===== src/inc/ict_pkg.sv =====
package ict_pkg;
    // block geometry
    localparam int          NUM_CAP        = 6;
    localparam int          NUM_MATCH      = 2;
    localparam int          NUM_CLK_EN     = 8;
    localparam logic [1:0]  FILT_TICKS     = 2'h3;   // stable ticks before the filtered level moves

    // register offsets (byte addresses)
    localparam logic [7:0]  OFF_CTL        = 8'h00;
    localparam logic [7:0]  OFF_CAPCTL_LO  = 8'h04;
    localparam logic [7:0]  OFF_CAPCTL_HI  = 8'h08;
    localparam logic [7:0]  OFF_COUNT      = 8'h0c;
    localparam logic [7:0]  OFF_CAP0       = 8'h10;
    localparam logic [7:0]  OFF_CAP1       = 8'h14;
    localparam logic [7:0]  OFF_CAP2       = 8'h18;
    localparam logic [7:0]  OFF_CAP3       = 8'h1c;
    localparam logic [7:0]  OFF_CAP4       = 8'h20;
    localparam logic [7:0]  OFF_CAP5       = 8'h24;
    localparam logic [7:0]  OFF_MATCH0     = 8'h28;
    localparam logic [7:0]  OFF_MATCH1     = 8'h2c;

    // timer_control fields
    localparam int          CTL_ACTIVATE   = 0;
    localparam int          CTL_RUN        = 1;
    localparam int          CTL_CLEAR      = 2;
    localparam int          CTL_COUNTER_CLOCK_SELECT_LSB   = 4;
    localparam int          CTL_MEN_LSB    = 8;

    // per-input byte of capture_control_low/high
    localparam int          CAPF_EDGE_LSB  = 0;
    localparam int          CAPF_BYPASS    = 2;
    localparam int          CAPF_FSEL_LSB  = 5;
    localparam logic [31:0] CAPCTL_LO_MASK = 32'he7e7e7e7;
    localparam logic [31:0] CAPCTL_HI_MASK = 32'h0000e7e7;

    // edge selection codes
    localparam logic [1:0]  EDGE_FALL      = 2'h0;
    localparam logic [1:0]  EDGE_RISE      = 2'h1;
    localparam logic [1:0]  EDGE_BOTH      = 2'h2;

    // reset values
    localparam logic [31:0] CTL_RESET      = 32'h00000000;
    localparam logic [31:0] CAPCTL_RESET   = 32'h00000000;
    localparam logic [31:0] COUNT_RESET    = 32'h00000000;
    localparam logic [31:0] CAP_RESET      = 32'h00000000;
    localparam logic [31:0] MATCH_RESET    = 32'h00000000;
    localparam logic        CLKREQ_RESET   = 1'b1;
endpackage : ict_pkg


===== src/logic/ict_timer.sv =====
`timescale 1ns/1ns
`default_nettype none
// What this block does
// - system reset returns counter, capture and match registers to defaults
// - counter-clear control bit also clears the free-running counter
// - nine interrupt outputs: six capture, two match, one wrap
// - capture and wrap interrupt outputs drive unconditionally; match outputs are masked by their enable bits
// - disabled or sleep-requested but busy: clock request stays high
// - active and not sleep-requested: clock request always high
// - disabled or sleep-requested and idle: clock request drops low
// - filtered input changes only after three stable filter clock ticks
// - bypass chosen per input; one filter clock shared by all filtered inputs
// - bypass only synchronises; otherwise synchronise and filter
// - six capture registers, each tied to same-index pin and interrupt
// - selected edge loads counter into capture register and pulses its interrupt
// - capture registers read-only, overwritten each edge, no overrun guard
// - two 32-bit match registers each pulse own interrupt on equality
// - activate bit zero powers block down; one lets it run
// - run bit starts/stops without clearing; counter writable only while stopped; wraps
// - clear zeroes counter and self-clears after one cycle; leaves run bit alone, so counting resumes if run is set
// - 3-bit select picks counting rate from divided clock enables
// - each match interrupt gated by its own enable bit
module ict_timer
    import ict_pkg::*;
(
    input  wire logic                  clock_i,
    input  wire logic                  rst_b_i,
    input  wire logic [NUM_CLK_EN-1:0] clk_en_div_i,
    input  wire logic [NUM_CAP-1:0]    capture_input_i,
    input  wire logic                  sleep_request_i,
    input  wire logic [7:0]            reg_addr_i,
    input  wire logic                  reg_wr_i,
    input  wire logic                  reg_rd_i,
    input  wire logic [3:0]            reg_be_i,
    input  wire logic [31:0]           reg_wdata_i,
    output logic      [31:0]           reg_rdata_o,
    output logic      [NUM_CAP-1:0]    capture_irq_o,
    output logic      [NUM_MATCH-1:0]  match_irq_o,
    output logic                       wrap_irq_o,
    output logic                       clock_request_o
);
    logic                 active_reg;
    logic                 run_reg;
    logic                 clear_reg;
    logic [2:0]           counter_clock_select_reg;
    logic [NUM_MATCH-1:0] match_en_reg;
    logic [31:0]          capctl_lo_reg;
    logic [31:0]          capctl_hi_reg;
    logic [31:0]          count_reg;
    logic [31:0]          count_next;
    logic [31:0]          cap_reg   [NUM_CAP];
    logic [31:0]          match_reg [NUM_MATCH];
    logic [31:0]          rd_word;
    logic [NUM_CAP-1:0]   rise;
    logic [NUM_CAP-1:0]   fall;
    logic [NUM_CAP-1:0]   busy;
    logic [NUM_CAP-1:0]   cap_evt;
    logic [63:0]          capctl_all;
    logic                 run_ok;
    logic                 tick;
    logic                 filt_tick;
    logic                 wr_ctl;
    logic                 wr_count;
    logic                 low_power;
    logic                 idle;

    // byte-lane merge of a write onto the current value
    function automatic logic [31:0] merge(input logic [31:0] old, input logic [31:0] wd, input logic [3:0] be);
        logic [31:0] res;
        res = old;
        for (int b = 0; b < 4; b++) begin
            if (be[b]) res[8*b +: 8] = wd[8*b +: 8];
        end
        return res;
    endfunction : merge

    assign wr_ctl     = reg_wr_i && reg_addr_i == OFF_CTL;
    assign wr_count   = reg_wr_i && reg_addr_i == OFF_COUNT && !run_reg;
    assign capctl_all = {capctl_hi_reg, capctl_lo_reg};
    // a deactivated or sleeping block neither counts nor captures
    assign run_ok     = active_reg & ~sleep_request_i;
    assign tick       = run_ok & run_reg & ~clear_reg & clk_en_div_i[counter_clock_select_reg];
    // the filter clock comes from input 0's select field only, shared by all
    assign filt_tick  = clk_en_div_i[capctl_lo_reg[CAPF_FSEL_LSB +: 3]];
    assign count_next = count_reg + 32'h1;                               // wraps to zero

    // timer_control; clear is set by software and dropped by hardware
    always_ff @(posedge clock_i or negedge rst_b_i) begin
        if (!rst_b_i) begin
            active_reg   <= CTL_RESET[CTL_ACTIVATE];
            run_reg      <= CTL_RESET[CTL_RUN];
            clear_reg    <= CTL_RESET[CTL_CLEAR];
            counter_clock_select_reg     <= CTL_RESET[CTL_COUNTER_CLOCK_SELECT_LSB +: 3];
            match_en_reg <= CTL_RESET[CTL_MEN_LSB +: NUM_MATCH];
        end else begin
            if (wr_ctl && reg_be_i[0]) begin
                active_reg <= reg_wdata_i[CTL_ACTIVATE];
                run_reg    <= reg_wdata_i[CTL_RUN];
                counter_clock_select_reg   <= reg_wdata_i[CTL_COUNTER_CLOCK_SELECT_LSB +: 3];
            end
            if (wr_ctl && reg_be_i[1]) match_en_reg <= reg_wdata_i[CTL_MEN_LSB +: NUM_MATCH];
            // a new request in the same cycle wins over the self-clear
            if (wr_ctl && reg_be_i[0] && reg_wdata_i[CTL_CLEAR]) clear_reg <= 1'b1;
            else if (clear_reg)                                   clear_reg <= 1'b0;
        end
    end

    // capture control, reserved bits held at zero
    always_ff @(posedge clock_i or negedge rst_b_i) begin
        if (!rst_b_i) begin
            capctl_lo_reg <= CAPCTL_RESET;
            capctl_hi_reg <= CAPCTL_RESET;
        end else if (reg_wr_i) begin
            if (reg_addr_i == OFF_CAPCTL_LO)
                capctl_lo_reg <= merge(capctl_lo_reg, reg_wdata_i, reg_be_i) & CAPCTL_LO_MASK;
            if (reg_addr_i == OFF_CAPCTL_HI)
                capctl_hi_reg <= merge(capctl_hi_reg, reg_wdata_i, reg_be_i) & CAPCTL_HI_MASK;
        end
    end

    // free-running counter: clear beats a write, a write beats a tick
    always_ff @(posedge clock_i or negedge rst_b_i) begin
        if (!rst_b_i)      count_reg <= COUNT_RESET;
        else if (clear_reg) count_reg <= COUNT_RESET;
        else if (wr_count)  count_reg <= merge(count_reg, reg_wdata_i, reg_be_i);
        else if (tick)      count_reg <= count_next;
    end

    // match registers
    always_ff @(posedge clock_i or negedge rst_b_i) begin
        if (!rst_b_i) begin
            for (int m = 0; m < NUM_MATCH; m++) match_reg[m] <= MATCH_RESET;
        end else if (reg_wr_i) begin
            if (reg_addr_i == OFF_MATCH0) match_reg[0] <= merge(match_reg[0], reg_wdata_i, reg_be_i);
            if (reg_addr_i == OFF_MATCH1) match_reg[1] <= merge(match_reg[1], reg_wdata_i, reg_be_i);
        end
    end

    // wrap and match pulses line up with the counter step that causes them
    always_ff @(posedge clock_i or negedge rst_b_i) begin
        if (!rst_b_i) begin
            wrap_irq_o  <= 1'b0;
            match_irq_o <= '0;
        end else begin
            wrap_irq_o <= tick && count_reg == 32'hffffffff;
            for (int m = 0; m < NUM_MATCH; m++)
                match_irq_o[m] <= tick && match_en_reg[m] && count_next == match_reg[m];
        end
    end

    // one conditioner per capture pin
    for (genvar g = 0; g < NUM_CAP; g++) begin : g_cond
        ict_input_cond u_cond (
            .clock_i     (clock_i),
            .rst_b_i     (rst_b_i),
            .pin_i       (capture_input_i[g]),
            .bypass_i    (capctl_all[8*g + CAPF_BYPASS]),
            .filt_tick_i (filt_tick),
            .rise_o      (rise[g]),
            .fall_o      (fall[g]),
            .busy_o      (busy[g])
        );
    end

    // edge selection; code 11 disables the input
    always_comb begin
        for (int i = 0; i < NUM_CAP; i++) begin
            case (capctl_all[8*i + CAPF_EDGE_LSB +: 2])
                EDGE_FALL: cap_evt[i] = run_ok & fall[i];
                EDGE_RISE: cap_evt[i] = run_ok & rise[i];
                EDGE_BOTH: cap_evt[i] = run_ok & (rise[i] | fall[i]);
                default:   cap_evt[i] = 1'b0;
            endcase
        end
    end

    // captures overwrite without any overrun guard
    always_ff @(posedge clock_i or negedge rst_b_i) begin
        if (!rst_b_i) begin
            for (int i = 0; i < NUM_CAP; i++) cap_reg[i] <= CAP_RESET;
            capture_irq_o <= '0;
        end else begin
            for (int i = 0; i < NUM_CAP; i++)
                if (cap_evt[i]) cap_reg[i] <= count_reg;
            capture_irq_o <= cap_evt;
        end
    end

    // read mux; unmapped offsets read zero
    always_comb begin
        case (reg_addr_i)
            OFF_CTL: begin
                rd_word = 32'h0;
                rd_word[CTL_ACTIVATE]              = active_reg;
                rd_word[CTL_RUN]                   = run_reg;
                rd_word[CTL_CLEAR]                 = clear_reg;
                rd_word[CTL_COUNTER_CLOCK_SELECT_LSB +: 3]         = counter_clock_select_reg;
                rd_word[CTL_MEN_LSB +: NUM_MATCH]  = match_en_reg;
            end
            OFF_CAPCTL_LO: rd_word = capctl_lo_reg;
            OFF_CAPCTL_HI: rd_word = capctl_hi_reg;
            OFF_COUNT:     rd_word = count_reg;
            OFF_CAP0:      rd_word = cap_reg[0];
            OFF_CAP1:      rd_word = cap_reg[1];
            OFF_CAP2:      rd_word = cap_reg[2];
            OFF_CAP3:      rd_word = cap_reg[3];
            OFF_CAP4:      rd_word = cap_reg[4];
            OFF_CAP5:      rd_word = cap_reg[5];
            OFF_MATCH0:    rd_word = match_reg[0];
            OFF_MATCH1:    rd_word = match_reg[1];
            default:       rd_word = 32'h0;
        endcase
    end

    // whole word registered so one access sees a consistent value
    always_ff @(posedge clock_i or negedge rst_b_i) begin
        if (!rst_b_i)      reg_rdata_o <= 32'h0;
        else if (reg_rd_i) reg_rdata_o <= rd_word;
        else               reg_rdata_o <= 32'h0;
    end

    // clock request drops only once a disabled or sleeping block is quiet
    assign low_power = ~active_reg | sleep_request_i;
    assign idle      = ~|busy & ~clear_reg & ~|cap_evt;
    always_ff @(posedge clock_i or negedge rst_b_i) begin
        if (!rst_b_i) clock_request_o <= CLKREQ_RESET;
        else          clock_request_o <= ~(low_power & idle);
    end
endmodule : ict_timer
`default_nettype wire


===== src/logic/ict_input_cond.sv =====
`timescale 1ns/1ns
`default_nettype none
module ict_input_cond
    import ict_pkg::*;
(
    input  wire logic clock_i,
    input  wire logic rst_b_i,
    input  wire logic pin_i,
    input  wire logic bypass_i,
    input  wire logic filt_tick_i,
    output logic      rise_o,
    output logic      fall_o,
    output logic      busy_o
);
    logic       sync1_reg;
    logic       sync2_reg;
    logic       level_reg;
    logic       prev_reg;
    logic [1:0] stable_cnt_reg;

    // two-flop synchroniser; the first stage feeds only the second
    always_ff @(posedge clock_i or negedge rst_b_i) begin
        if (!rst_b_i) begin
            sync1_reg <= 1'b0;
            sync2_reg <= 1'b0;
        end else begin
            sync1_reg <= pin_i;
            sync2_reg <= sync1_reg;
        end
    end

    // bypass follows the synchronised pin; the filter waits for three stable ticks
    always_ff @(posedge clock_i or negedge rst_b_i) begin
        if (!rst_b_i) begin
            level_reg      <= 1'b0;
            stable_cnt_reg <= 2'h0;
        end else if (bypass_i) begin
            level_reg      <= sync2_reg;
            stable_cnt_reg <= 2'h0;
        end else if (sync2_reg == level_reg) begin
            stable_cnt_reg <= 2'h0;       // a glitch back restarts the count
        end else if (filt_tick_i) begin
            if (stable_cnt_reg + 2'h1 == FILT_TICKS) begin
                level_reg      <= sync2_reg;
                stable_cnt_reg <= 2'h0;
            end else begin
                stable_cnt_reg <= stable_cnt_reg + 2'h1;
            end
        end
    end

    always_ff @(posedge clock_i or negedge rst_b_i) begin
        if (!rst_b_i) prev_reg <= 1'b0;
        else          prev_reg <= level_reg;
    end

    assign rise_o = level_reg & ~prev_reg;
    assign fall_o = ~level_reg & prev_reg;
    // anything moving past the first synchroniser stage keeps the block awake
    assign busy_o = (sync2_reg != level_reg) | (level_reg != prev_reg) | (stable_cnt_reg != 2'h0);
endmodule : ict_input_cond
`default_nettype wire


===== config.mk =====
export PLATFORM = sky130hd
export DESIGN_NAME = ict_timer
export DESIGN_NICKNAME = d
export VERILOG_FILES = /design/src/inc/ict_pkg.sv /design/src/logic/ict_timer.sv /design/src/logic/ict_input_cond.sv
export SDC_FILE = /design/constraint.sdc
export NUM_CORES = 1
export LEC_CHECK = 0
export BUFFER_PORTS_ARGS = -buffer_cell sky130_fd_sc_hd__buf_2
export CELL_PAD_IN_SITES_DETAIL_PLACEMENT = 0
export CELL_PAD_IN_SITES_GLOBAL_PLACEMENT = 1
export CORE_UTILIZATION = 40
export CTS_BUF_LIST = sky130_fd_sc_hd__clkbuf_4 sky130_fd_sc_hd__clkbuf_8
export DETAILED_ROUTE_END_ITERATION = 8
export PLACE_DENSITY = 0.78
export SYNTH_ARGS = -nofsm -noshare
export SYNTH_HDL_FRONTEND = slang
export SYNTH_SLANG_ARGS = --single-unit

===== constraint.sdc =====
create_clock -name clock_i -period 2.5 [get_ports clock_i]
set_input_delay 0.625 -clock clock_i [delete_from_list [all_inputs] [get_ports clock_i]]
set_output_delay 0.625 -clock clock_i [all_outputs]
set_load 0.05 [all_outputs]

### After elaboration in Yosys (flattened, before gate mapping)

Index checks and enable logic that the tools add are counted.

| operators by class | value |
|---|---|
| reductions and logical operators | 72 |
| equal/unequal tests | 60 |
| add/subtract/negate cells | 7 |
| magnitude comparators | 2 |
| multiplexer cells | 68 |
| bitwise operators | 72 |

Operators with widths:

| kind | count |
|---|---|
| 32-bit case mux with 12 select lines | 1 |
| 32-bit two-way mux | 4 |
| 32-bit == test | 2 |
| 3-bit AND reduction | 20 |
| 2-bit two-way mux | 24 |
| 1-bit bitwise AND | 37 |
| 2-bit nonzero test | 18 |
| 32-bit by 1-bit adder with 32-bit output, second input constant | 1 |
| 32-bit == test, second input constant | 1 |
| 8-bit by 5-bit == test with 1-bit output, second input constant | 4 |
| 8-bit by 6-bit == test with 1-bit output, second input constant | 4 |
| 8-bit two-way mux | 4 |
| 1-bit two-way mux | 27 |
| 2-bit == test, second input constant | 12 |
| 3-bit nonzero test | 7 |
| 1-bit OR | 19 |
| 1-bit case mux with 3 select lines | 6 |
| 8-bit by 4-bit == test with 1-bit output, second input constant | 2 |
| 1-bit inverter | 16 |
| 2-bit by 1-bit adder with 2-bit output, second input constant | 6 |
| 2-bit by 1-bit == test with 1-bit output, second input constant | 6 |
| 2-bit zero test | 6 |
| 1-bit != test | 12 |
| 2-bit != test, second input constant | 6 |
| other kinds (10) | 36 |

| word-level totals | value |
|---|---|
| word-level logic and storage cells | 345 |
| output and inout port bits | 42 |
| register bits | 410 |

### Logic depth before layout (Yosys ltp)

Gate-level depths: netlist (run 1).

| logic depth | value |
|---|---|
| depth in word-level cells | 10 |
| gate-level depth with buffers | 11 |
| depth with buffers taken out | 8 |

### Hierarchy

A second synthesis (run 1) with hierarchy kept.

| unflattened totals | value |
|---|---|
| cell total of the unflattened synthesis | 1984 |
| area total of the unflattened synthesis | 19914.1 µm² |

Modules (own cells, without submodules):

| module | cells an instance | times used | sequential area each (µm²) | area an instance (µm²) |
|---|---|---|---|---|
| ict_timer | 1846 | 1 | 9360.2 | 18217.5 |
| ict_input_cond | 23 | 6 | 150.1 | 282.8 |

### Worst setup path after synthesis (run 1)

Ideal clock, no wire load.

| path | value |
|---|---|
| path kind | input -> register |
| start point | input port reg_addr_i[5] |
| end point | register count_reg[19] |
| data arrival time | 2.632 ns |
| slack | -0.265 ns |
| cell stages on the path | 11 |
| library setup time | 0.132 ns |
| required time | 2.368 ns |
| path buffers | 4 |
| cells stage by stage | or4_1 clkbuf_1 nor2_1 and3_1 clkbuf_1 or2_2 clkbuf_1 clkbuf_1 nor2_1 o21ai_0 o21ai_0 |

| between the ends | value |
|---|---|
| longest elaborated chain between the ends | 5 |
| elaborated cells between the ends (all ways) | 8 |
| classes of those cells | eq/ne (2); mux (2); reduce/logical (4) |

RTL lines:

| element | line | RTL |
|---|---|---|
| start, declared | ict_timer.sv:31 | `input wire logic [7:0] reg_addr_i,` |
| 8-bit by 4-bit == test with 1-bit output (*) | ict_timer.sv:78 | `assign wr_count = reg_wr_i && reg_addr_i == OFF_COUNT && !run_reg;` |
| 1-bit logical AND (*) (2 in series) | ict_timer.sv:78 |  |
| 3-bit != test (no source line), or another cell as far along | - |  |
| 2-bit AND reduction (no source line) or 32-bit two-way mux (tied branches) | - |  |
| end signal, assigned | ict_timer.sv:125 | `else if (wr_count) count_reg <= merge(count_reg, reg_wdata_i, reg_be_i);` |
| end signal, assigned | ict_timer.sv:126 | `else if (tick) count_reg <= count_next;` |
| end, declared | ict_timer.sv:49 | `logic [31:0] count_reg;` |

Every way passes the cells marked *; elsewhere a longest branch is shown, timed or not.
A chain may end at the register's enable or synchronous reset.

### Worst setup path in the final report (run 1)

| path | value |
|---|---|
| start point | register count_reg[0] |
| end point | register match_irq_o[1] |

| between the ends | value |
|---|---|
| longest elaborated chain between the ends | 3 |

RTL lines:

| element | line | RTL |
|---|---|---|
| 32-bit by 1-bit adder with 32-bit output | ict_timer.sv:85 | `assign count_next = count_reg + 32'h1;` |
| 32-bit == test | ict_timer.sv:147 | `match_irq_o[m] <= tick && match_en_reg[m] && count_next == match_reg[m];` |
| 1-bit logical AND | ict_timer.sv:147 |  |
| end signal, assigned by index | ict_timer.sv:147 |  |
| end, declared | ict_timer.sv:38 | `output logic [NUM_MATCH-1:0] match_irq_o,` |

No other way between the ends.

==> metrics.md, run 1 <==
| Metric | Value |
|---|---|
| Number of global-route vias before repair | `18,260` |
| Number of flip-flops in the largest register | `between 150 and 200` |
| Internal power | `around 11 mW` |
| Worst Path Max Fanout | `5` |
| Most frequent cell after synthesis | `nand2_1` |
| R2r startpoint | `count_reg[0]` |
| IO Count | `105` |
| WS Path Type | `flop to flop` |
| Most frequent CP cell | `buf_4` |
| Hold path cells | `1` |
| Synth async-reset ratio | `between 90% and 100%` |
| Outcome | `finished, violations left` |
| Synth top area cells | `dfrtp_1 (51%), nand2_1 (9.7%), mux2_2 (5.6%), a221oi_1 (3.0%), xnor2_1 (2.8%)` |
| Critical path startpoint category | `flop` |
| Top cells by count, synth | `nand2_1 (515), dfrtp_1 (409), clkbuf_1 (127)` |
| FF-to-FF End | `match_irq_o[1]` |
| Num rows | `81` |
| Starting density of the core | `between 40 and 50%` |
| Layout cells sized above 1 | `27.69%` |
| # setup viols final | `1` |
| Dominant cell type by area after synthesis | `dfrtp_1` |
| Crit-path slowest cell | `or4_4` |
| Worst-margin pin slew | `approximately 530 ps` |
| Logic pwr share | `slightly below 8%` |
| Initial antenna violation count | `2` |
| Maximum vdd drop | `approximately 0.00031 V` |
| Cts bufs inserted | `between 70 and 80` |
| Area grow syn2layout | `25.98%` |
| Cell count after synthesis | `roughly 2,100` |
| Largest stage delay on the critical path | `around 550 ps` |
| Fmax | `between 300 and 400 MHz` |
| CTS tree | `yes` |
| Worst EP arrival | `3080 ps` |
| Worst-path cell chain | `buf_4 > nand2_2 > or2_1 > or4_4 > buf_4 > xor2_1 > a221oi_2 > nand4_1 > nor4_1` |
| Setup TNS | `-6.499 ps` |
| Worst reg2reg path depth | `9` |
| Number of synthesized register bits | `410` |
| GRT overflow | `0` |
| DR vias | `about 18,000` |
| Delay-heaviest family, CP | `simple AND/OR/NAND/NOR gates` |
| Switch Pwr | `approximately 4.0 mW` |
| Average wire per cell in the routed design | `24.07 um` |
| Ys Warns | `0` |
| Core area | `49,150 um^2` |
| Power Density | `600.8 nW/um^2` |
| Detailed Place HPWL | `53,180 um` |
| PortBufs | `roughly 100` |
| First-pass GRT wire length | `~110,000 um` |
| Period utilisation layout | `100.3%` |
| Skew final | `about 36 ps` |
| Slew HR | `between 60 and 70%` |
| Die area | `50,940 um^2` |
| Switch share | `around a quarter` |
| # fillers | `4,518` |
| Die Ht | `~230 um` |
| Clock Tree Buf Depth | `3` |
| Antenna Violating Nets Remaining | `0` |
| Nets@finish | `between 2,000 and 2,500` |
| Post-synthesis sequential area ratio | `approximately half` |
| Placer Congestion | `1.016` |
| Hold_sp | `capture_input_i[1]` |
| Clock Power Share | `between 40 and 50%` |
| Total power | `15.15 mW` |
| Setup ws final | `-6.499 ps` |
| Leakage | `roughly 12 nW` |
| RSZ-0062 raised after global routing | `yes` |
| Critical Path Stages | `9` |
| Synth Area per Inst | `around 9.7 um^2` |
| Post-DR vias/cell | `a little under 6` |
| DRT Wirelength | `roughly 74,000 um` |
| Reg power frac | `48.0%` |
| Slew Viols, Final | `0` |
| Minimum clock period after layout | `around 2500 ps` |
| Clock Sinks | `410` |
| Crit path buf inv count | `2` |
| Synth Cell Area | `between 20,000 and 25,000 um^2` |
| Maxcap violations | `0` |
| DRT Pass-1 Iters | `6` |
| Total track usage | `29.75%` |
| EDFF count, synth | `0` |
| Clock Latency Late Sink | `about 670 ps` |
| Reg-to-reg setup timing slack | `-6 ps` |
| CTS root buf | `clkbuf_8` |
| Yosys top cell area share | `51.13%` |
| Hold Path Sink | `g_cond[1].u_cond.sync1_reg` |
| Syn Nets | `around 2,200` |
| Distinct cells, synth | `67` |
| Dominant synthesized flop cell | `dfrtp_1` |
| DRT iter0 DRCs | `1,605` |
| Worst hold path type | `input pin to flop` |
| Fin. Hold Viols | `0` |
| Worst setup EP type | `flop` |
| Residual DRC count | `0` |
| Failing checks | `setup timing` |
| Clock Pin Slew Worst Setup and Hold Paths | `~70 ps` |
| Largest net degree at the start of global routing | `80` |
| Chip width | `roughly 230 um` |
| H-tree levels | `3` |
| Worst EP required | `3080 ps` |
==> worst max-delay path by stage <==
stage,start,to,slack [ps]
finish,count_reg[0],match_irq_o[1],-6
floorplan,reg_addr_i[5],count_reg[22],-60
CTS,count_reg[1],match_irq_o[1],-20
global placement,count_reg[0],match_irq_o[1],-450
detailed placement,count_reg[0],match_irq_o[1],-430
global route,count_reg[5],match_irq_o[0],-110
==> power groups by stage <==
stage,clock network (mW),registers [mW],logic (mW)
after floorplan,0,7.28,0.676
after global placement,0,7.35,1.14
after detailed placement,0,7.38,1.19
after CTS,6.79,7.27,1.21
after global routing,7.06,7.31,1.35
final,6.68,7.27,1.20
==> through the flow <==
stage | cells | hold slack [ps] | worst slack [ps] | utilization [%] | cell area (um^2)
6_report | 3077 | 58.99 | -6.499 | 51.30 | 25220
3_5_place_dp | 2943 | 336.4 | -425.3 | 47.44 | 23320
5_1_grt | 3077 | 42.56 | -108.8 | 51.30 | 25220
3_3_place_gp | 2943 | 332.7 | -447.0 | 47.44 | 23320
4_1_cts | 3075 | 15.74 | -16.48 | 51.11 | 25120
2_1_floorplan | 2068 | 329.4 | -56.64 | - | 20070
==> repair_timing <==
item / 4_1_cts / 5_1_grt
setup buffers: 10 / 1
pin swaps: 15 / 7
endpoints found under the setup margin: 10 / 28
hold buffers: 1 / 0
resized for setup: 37 / 15
endpoints found under the hold margin: 33 / 0
==> cell type report <==
class | count | area [um^2] | area share (%)
repair buffers | 377 | 3114 | 12.35
clock inverters | 12 | 130.1 | 0.5160
clock buffers | 110 | 1395 | 5.532
flip-flops and latches | 410 | 10260 | 40.70
well taps | 664 | 830.8 | 3.294
multi-input cells | 1452 | 9290 | 36.84
diodes | 1 | 2.502 | 0.009923
inverters | 51 | 191.4 | 0.7591
==> layout by cell type (no fill, tap or decap), drive strengths merged, types with 8 or more instances in the layout <==
cell type and count:
o22ai 8, nand3 33, or4 17, a22o 61, o31ai 13, o21ai 115
inv 47, clkbuf 110, nor4 31, a22oi 28, xnor2 65, clkinv 10
nand2 516, or2 8, a221oi 69, nor2b 12, nor3b 25, dfrtp 409
buf 376, xor2 19, and3 16, a222oi 12, ha 31, a21oi 62
a31oi 31, nand4 24, mux2 99, nor3 49, nor2 55
==> per-layer routing <==
layer	global-route usage, %	part of all wire, %
met1	39.78	42
met2	47.64	46
met3	5.295	7.8
met4	12.09	3.5
met5	0	0
==> cell families (layout without fill, tap and decap cells) <==
kind of cell | Yosys count | after routing | synth area share (%)
flip-flops | 410 | 410 | 51.26
other | 0 | 1 | 0
AND/OR/NAND/NOR | 810 | 810 | 18.33
XOR/XNOR | 86 | 86 | 3.938
buffers and inverters | 206 | 550 | 4.013
multiplexers | 106 | 106 | 6.170
AO/OA/AOI/OAI | 418 | 418 | 14.30
adder cells (fa/ha/maj) | 32 | 32 | 1.988
Power figures use the tool's default switching activity.
==> inputs of run 2 (changes only) <==
- ABC_AREA: not set -> 1
- PLACE_DENSITY: 0.78 -> 0.8
==> run 2 against run 1 <==
  * The run now ends clean
  * Worst setup slack better by 120 ps
  * Combinational power is 78% higher
  * Die area is 0.69% higher
  * Area after synthesis is 0.69% higher
  * Power is 9.0% higher
  * Final cell count is 10% higher
  * Wire length is 5.6% lower
  * Clock skew is 1.9 ps lower
  * Worst hold slack better by 9.6 ps
  * Utilization is 3.0 points lower
  * Critical path type unchanged
  * Critical endpoint is now match_irq_o[0]
==> metrics.md, run 2 <==
| Metric | Value |
|---|---|
| Largest stage delay on the critical path | `450 ps (-100 ps)` |
| Area grow syn2layout | `18.32%` |
| WS Path Type | `flop to flop` |
| Worst EP arrival | `2950 ps (-130 ps)` |
| Chip width | `226.5 um (+0.34%)` |
| Residual DRC count | `0 (unchanged)` |
| Worst-path cell chain | `nand2_1 > nor2_2 > nand2_1 > nor2_8 > buf_4 > nand3_1 > nand3_1 > nand2_1 > nor2_1 > nand2_1 > nor2_1 > nand3_1 > nor2_1` |
| Dominant synthesized flop cell | `dfrtp_1` |
| Synth Cell Area | `20,160 um^2 (+0.69%)` |
| Num rows | `81 (unchanged)` |
| Final non-filler cell total | `3,393 (+10%)` |
| Syn Nets | `2,588 (+20%)` |
| Post-Synth Adder-Cell Area | `1.924% (-0.063 points)` |
| Synth Area in XOR/XNOR | `1.136% (-2.8 points)` |
| RSZ-0062 raised after global routing | `no` |
| DR vias | `18,210 (+2.2%)` |
| Outcome | `finished clean` |
| Period utilisation layout | `95.62% (-4.6 points)` |
| GRT overflow | `0 (unchanged)` |
| Synth Area per Inst | `8.082 um^2 (-17%)` |
| Clock Tree Buf Depth | `3 (unchanged)` |
| Commonest non-fill, non-tap cell in the layout | `nand2_1` |
| Detailed Place HPWL | `50,310 um (-5.4%)` |
| Worst EP required | `3060 ps (-20 ps)` |
| # setup viols final | `0 (-1)` |
| PortBufs | `104 (unchanged)` |
| Dominant cell type by area after synthesis | `dfrtp_1` |
| Worst-margin pin slew | `749.4 ps (+218.7 ps)` |
| CTS tree | `yes` |
| Worst setup EP type | `flop` |
| Post-DR vias/cell | `5.367 (-7.3%)` |
| Most frequent cells in the layout | `nand2_1 (786), dfrtp_1 (407), o21ai_0 (353), inv_1 (248), nor2_1 (117)` |
| Post-synthesis sequential area ratio | `50.91% (-0.35 points)` |
| Hold path cells | `1 (unchanged)` |
| Layout cells sized above 1 | `14.55% (-13 points)` |
| Total power | `16.52 mW (+9.0%)` |
| Clock Pin Slew Worst Setup and Hold Paths | `70 ps (about the same)` |
| Number of flip-flops in the largest register | `192 (unchanged)` |
| Fmax | `418.3 MHz (+4.9%)` |
| Slew HR | `50.04% (-14 points)` |
| Total track usage | `28.08% (-1.7 points)` |
| Post-Place Cells | `3,264 (+11%)` |
| Number of global-route vias before repair | `17,320 (-5.1%)` |
| Slew Viols, Final | `0 (unchanged)` |
| Yosys top cell area share | `50.78% (-0.35 points)` |
| Minimum clock period after layout | `2390 ps (-116.0 ps)` |
| Clock Latency Late Sink | `660 ps (about the same)` |
| Ys Warns | `0 (unchanged)` |
| Distinct cells, synth | `56 (-16%)` |
| Sequential cell area | `10,260 um^2 (unchanged)` |
| DRT Wirelength | `69,960 um (-5.6%)` |
| CTS root buf | `clkbuf_8` |
| Core area | `49,360 um^2 (+0.41%)` |
| Cell count after synthesis | `2,494 (+21%)` |
| Placer Congestion | `0.9763 (-3.9%)` |
| Most frequent cell after synthesis | `nand2_1` |
| H-tree levels | `3 (unchanged)` |
| IO Count | `105 (unchanged)` |
| Multi-input logic area | `8493 um^2 (-8.6%)` |
| Compound-Gate Fraction of Synth Area | `15.94% (+1.6 points)` |
| Number of synthesized register bits | `410 (unchanged)` |
| Cts bufs inserted | `73 (unchanged)` |
| Skew final | `34.59 ps (-1.875 ps)` |
| Nets@finish | `2,772 (+13%)` |
| Largest family of logic cells by synthesized area | `simple AND/OR/NAND/NOR gates` |
| Synth top area cells | `dfrtp_1 (51%), nand2_1 (15%), o21ai_0 (8.8%), inv_1 (4.6%), nand3_1 (2.6%)` |
| Crit-path slowest cell | `dfrtp_1` |
| Multiplexer share of the synthesized area | `0.1552% (-6.0 points)` |
| Die Ht | `226.5 um (+0.34%)` |
| Critical path startpoint category | `flop` |
| Largest net degree at the start of global routing | `66 (-18%)` |
| DRT Pass-1 Iters | `5 (-1)` |
| Setup ws final | `109.5 ps (+116.0 ps)` |
| Starting density of the core | `40.84% (+0.11 points)` |
| Initial antenna violation count | `0 (-2)` |
| Setup TNS | `0 ps (+6.499 ps)` |
| Antenna Violating Nets Remaining | `0 (unchanged)` |
| # fillers | `4,838 (+7.1%)` |
| Post-Synth Simple-Gate Area | `22.79% (+4.5 points)` |
| Fin. Hold Viols | `0 (unchanged)` |
| Worst reg2reg path depth | `13 (+4)` |
| First-pass GRT wire length | `106,600 um (-5.4%)` |
| Average wire per cell in the routed design | `20.62 um (-14%)` |
| Power Density | `692.5 nW/um^2 (+15%)` |
| Synth async-reset ratio | `100.0% (unchanged)` |
| Pre-CTS WS | `-130.9 ps (+294.5 ps)` |
| Leakage | `11.70 nW (-1.9%)` |
| Die area | `51,290 um^2 (+0.69%)` |
| Maximum vdd drop | `0.0006380 V (+100%)` |
| Most frequent CP cell | `nand2_1` |
| DRT iter0 DRCs | `1,821 (+13%)` |
| Maxcap violations | `0 (unchanged)` |
| Worst Path Max Fanout | `6 (+1)` |
| Clock Sinks | `410 (unchanged)` |
| Top cells by count, synth | `nand2_1 (792), dfrtp_1 (409), o21ai_0 (353)` |
| Worst hold path type | `input pin to flop` |
| EDFF count, synth | `0 (unchanged)` |
[run 2: worst paths after layout]
path / start / end / slack [ps]
worst max-delay path: count_reg[8] / match_irq_o[0] / 110
worst min-delay path: capture_input_i[3] / g_cond[3].u_cond.sync1_reg / 70
worst max register to register: count_reg[8] / match_irq_o[0] / 110
worst min register to register: g_cond[1].u_cond.sync1_reg / g_cond[1].u_cond.sync2_reg / 350
max in group asynchronous: rst_b_i / cap_reg[93] / 1110
min in group asynchronous: rst_b_i / cap_reg[32] / 600
[run 2: cells by family after synthesis]
logic type,Yosys count
buffers and inverters,365
adder cells (fa/ha/maj),31
multiplexers,3
AO/OA/AOI/OAI,562
AND/OR/NAND/NOR,1105
flip-flops,410
XOR/XNOR,18
[run 2: metal layers]
metal | vias up | routed length (um) | GRT usage [%]
li1 | 8568 | - | -
met1 | 8869 | 33650 | 42.79
met2 | 676 | 29750 | 40.91
met3 | 98 | 5059 | 4.199
met4 | 0 | 1501 | 8.195
met5 | - | 0 | 0
[run 2: worst max-delay path: cells and delay by family (launching register included)]
kind,cells,cell delay [ps]
flip-flops,1,450
buffers and inverters,1,200
AND/OR/NAND/NOR,12,1640
[run 2: power by group]
group	total, mW	switching (mW)	internal [mW]
Combinational	2.14	1.40	0.739
Clock	6.77	2.89	3.88
Sequential	7.60	0.414	7.19
[run 2: final cells by class]
cell class                      count  area share [%]
Clock buffer                      108           5.839
Clock inverter                     17          0.7712
Sequential cell                   410           43.04
Tap cell                          664           3.484
Antenna cell                        1         0.01049
Multi-Input combinational cell   1719           35.61
Inverter                          258           4.066
Timing Repair Buffer              216           7.177
[run 2: metrics by stage]
step,util [%],area (um^2),hold WS (ps)
after CTS,48.25,23820,31.62
after global placement,45.04,22230,334.8
after detailed placement,45.04,22230,338.0
after global routing,48.31,23850,34.22
final,48.32,23850,68.63
after floorplan,-,20160,329.4
[run 2: what timing repair did]
action	4_1_cts	5_1_grt
hold buffers	1	0
endpoints found under the hold margin	17	0
gates resized for setup	0	6
setup buffers	0	2
setup endpoints to repair	0	2
==> inputs of run 3 (changes only) <==
- CAP_MARGIN: not set -> 20
- CELL_PAD_IN_SITES_DETAIL_PLACEMENT: 0 -> not set
- CELL_PAD_IN_SITES_GLOBAL_PLACEMENT: 1 -> not set
- PLACE_DENSITY: 0.8 -> 0.63
- clock period: 2.5 -> 2.4 ns (I/O delays scaled with it)
==> run 3 against run 2 <==
  * Worst hold slack worse by 33 ps
  * Register-to-register slack better by 40 ps
  * Fmax up 6.3%
  * Power up 5.0%
  * Worst setup slack better by 41 ps
  * Largest cell class unchanged
  * Non-clock buffer count up 51
  * Sequential share of layout area down 0.63 points
  * Sequential cell count unchanged
  * Clock power up 5.5%
  * First-iteration DRC count up 12%
  * Combinational power up 6%
==> metrics.md, run 3 (synthesized netlist as in run 2, its figures left out) <==
| Metric | Value |
|---|---|
| PortBufs | `104 (unchanged)` |
| Residual DRC count | `0 (unchanged)` |
| Critical Path Sink | `match_irq_o[0]` |
| Cts bufs inserted | `73 (unchanged)` |
| Starting density of the core | `40.84% (unchanged)` |
| Post-CTS setup buffers | `0 (unchanged)` |
| Most frequent CP cell | `nor2_1` |
| Slew Viols, Final | `0 (unchanged)` |
| Worst Path Max Fanout | `5 (-1)` |
| Crit path buf inv count | `2 (+1)` |
| First-pass GRT wire length | `107,800 um (+1.1%)` |
| Clock Latency Late Sink | `680 ps (+20 ps)` |
| CTS root buf | `clkbuf_8` |
| Largest net degree at the start of global routing | `75 (+14%)` |
| Clock Sinks | `410 (unchanged)` |
| Initial antenna violation count | `2 (+2)` |
| Placer Congestion | `1.014 (+3.8%)` |
| Skew final | `37.50 ps (+2.913 ps)` |
| Post-DR vias/cell | `5.381 (+0.26%)` |
| DRT Pass-1 Iters | `5 (unchanged)` |
| DRT iter0 DRCs | `2,044 (+12%)` |
| Most frequent cells in the layout | `nand2_1 (786), dfrtp_1 (409), o21ai_0 (353), inv_1 (248), buf_4 (137)` |
| Clock Pin Slew Worst Setup and Hold Paths | `70 ps (about the same)` |
| Post-DP Area | `22,580 um^2 (+1.6%)` |
| # setup viols final | `0 (unchanged)` |
| Average wire per cell in the routed design | `20.74 um (+0.60%)` |
| Die Ht | `226.5 um (unchanged)` |
| Area grow syn2layout | `20.06%` |
| Maximum vdd drop | `0.0005416 V (-15%)` |
| Delay-heaviest family, CP | `simple AND/OR/NAND/NOR gates` |
| Antenna Violating Nets Remaining | `0 (unchanged)` |
| Commonest non-fill, non-tap cell in the layout | `nand2_1` |
| Setup ws final | `150.3 ps (+40.83 ps)` |
| Clock Power Share | `41.2% (+0.2 points)` |
| Detailed Place HPWL | `52,260 um (+3.9%)` |
| Worst EP required | `3010 ps (-50 ps)` |
| H-tree levels | `3 (unchanged)` |
| Number of global-route vias before repair | `17,790 (+2.7%)` |
| Worst-margin pin slew | `525.7 ps (-223.6 ps)` |
| Reg power frac | `45.7% (-0.3 points)` |
| Worst setup EP type | `flop` |
| R2r startpoint | `count_reg[1]` |
| Worst reg2reg path depth | `15 (+2)` |
| RSZ-0062 raised after global routing | `no` |
| Fmax | `444.5 MHz (+6.3%)` |
| Logic pwr share | `13.1% (about the same)` |
| Power Density | `716.5 nW/um^2 (+3.5%)` |
| Worst-path cell chain | `ha_1 > nand2_2 > nor2_4 > buf_4 > nand3_1 > buf_4 > nor2_1 > nand2_1 > nand3_1 > nand2_1 > nor2_1 > nand2_1 > nor2_1 > nand3_1 > nor2_1` |
| Critical Path Stages | `15 (+2)` |
| Number of flip-flops in the largest register | `192 (unchanged)` |
| WHS | `35.58 ps (-33.05 ps)` |
| Num rows | `81 (unchanged)` |
| Layout cells sized above 1 | `15.97% (+1.4 points)` |
| Switch share | `28.86% (+0.35 points)` |
| GRT overflow | `0 (unchanged)` |
| IO Count | `105 (unchanged)` |
| Critical path startpoint category | `flop` |
| DR vias | `18,550 (+1.9%)` |
| Pre-CTS WS | `-161.4 ps (-30.57 ps)` |
| WS Path Type | `flop to flop` |
| Setup crit start | `count_reg[1]` |
| Maxcap violations | `0 (unchanged)` |
| Setup TNS | `0 ps (unchanged)` |
| Crit-path slowest cell | `dfrtp_1` |
| FF-to-FF End | `match_irq_o[0]` |
| Period utilisation layout | `93.74% (-1.9 points)` |
| Worst EP arrival | `2860 ps (-90 ps)` |
| Slew HR | `64.95% (+15 points)` |
| Nets@finish | `2,823 (+1.8%)` |
| Post-route cell area | `24,200 um^2 (+1.5%)` |
| Chip width | `226.5 um (unchanged)` |
| Total power | `17.34 mW (+5.0%)` |
| Die area | `51,290 um^2 (unchanged)` |
| Largest stage delay on the critical path | `410 ps (-40 ps)` |
| # fillers | `4,828 (-0.21%)` |
| Internal power | `12.33 mW (+4.5%)` |
| Worst hold path type | `input pin to flop` |
| Fin. Hold Viols | `0 (unchanged)` |
| Minimum clock period after layout | `2250 ps (-140.8 ps)` |
| Total track usage | `28.61% (+0.53 points)` |
| Leakage | `11.96 nW (+2.2%)` |
| Core area | `49,360 um^2 (unchanged)` |
| CTS tree | `yes` |
| DRT Wirelength | `71,500 um (+2.2%)` |
| Reg-to-reg setup timing slack | `150 ps (+40 ps)` |
| Outcome | `finished clean` |
| Clock Tree Buf Depth | `3 (unchanged)` |
| Switch Pwr | `5.003 mW (+6.3%)` |
==> run 3: per-stage QoR <==
step	utilization, %	cells
3_5_place_dp	45.75	3316
5_1_grt	49.02	3445
4_1_cts	49.00	3445
6_report	49.03	3447
3_3_place_gp	45.75	3316
2_1_floorplan	-	2494
==> run 3: power groups by stage <==
stage	Clock (mW)	Sequential, mW	Combinational (mW)
floorplan	0	7.92	1.33
global placement	0	8.00	2.20
detailed placement	0	8.03	2.26
CTS	7.28	7.91	2.28
global route	7.56	7.99	2.57
finish	7.14	7.92	2.27
==> run 3: worst min path at each step <==
stage	start	cells after the start	endpoint	slack (ps)
6_report	capture_input_i[0]	1	g_cond[0].u_cond.sync1_reg	40
3_3_place_gp	g_cond[1].u_cond.sync1_reg	0	g_cond[1].u_cond.sync2_reg	330
3_5_place_dp	g_cond[1].u_cond.sync1_reg	0	g_cond[1].u_cond.sync2_reg	340
4_1_cts	capture_input_i[3]	1	g_cond[3].u_cond.sync1_reg	0.02
5_1_grt	capture_input_i[3]	1	g_cond[3].u_cond.sync1_reg	20
2_1_floorplan	rst_b_i	0	active_reg	300
==> run 3: final cells by class <==
| type | count | area, um^2 | area share [%] |
|---|---|---|---|
| diodes | 2 | 5.005 | 0.02068 |
| clock buffers | 107 | 1385 | 5.724 |
| clock inverters | 20 | 196.4 | 0.8118 |
| inverters | 258 | 969.7 | 4.007 |
| multi-input cells | 1719 | 8491 | 35.09 |
| flip-flops and latches | 410 | 10260 | 42.40 |
| well taps | 664 | 830.8 | 3.433 |
| repair buffers | 267 | 2059 | 8.511 |
==> run 3: repair_timing <==
action / 4_1_cts / 5_1_grt
gates resized for setup: 0 / 2
endpoints found under the setup margin: 0 / 2
hold buffers: 2 / 0
endpoints found under the hold margin: 42 / 0
==> run 3: per-layer routing <==
| metal | part of all wire [%] | vias to the layer above | track usage, % |
|---|---|---|---|
| li1 | - | 8660 | - |
| met3 | 8.9 | 136 | 6.324 |
| met2 | 42 | 753 | 41.28 |
| met5 | 0 | - | 0 |
| met1 | 46 | 9000 | 41.81 |
| met4 | 3.0 | 0 | 10.42 |
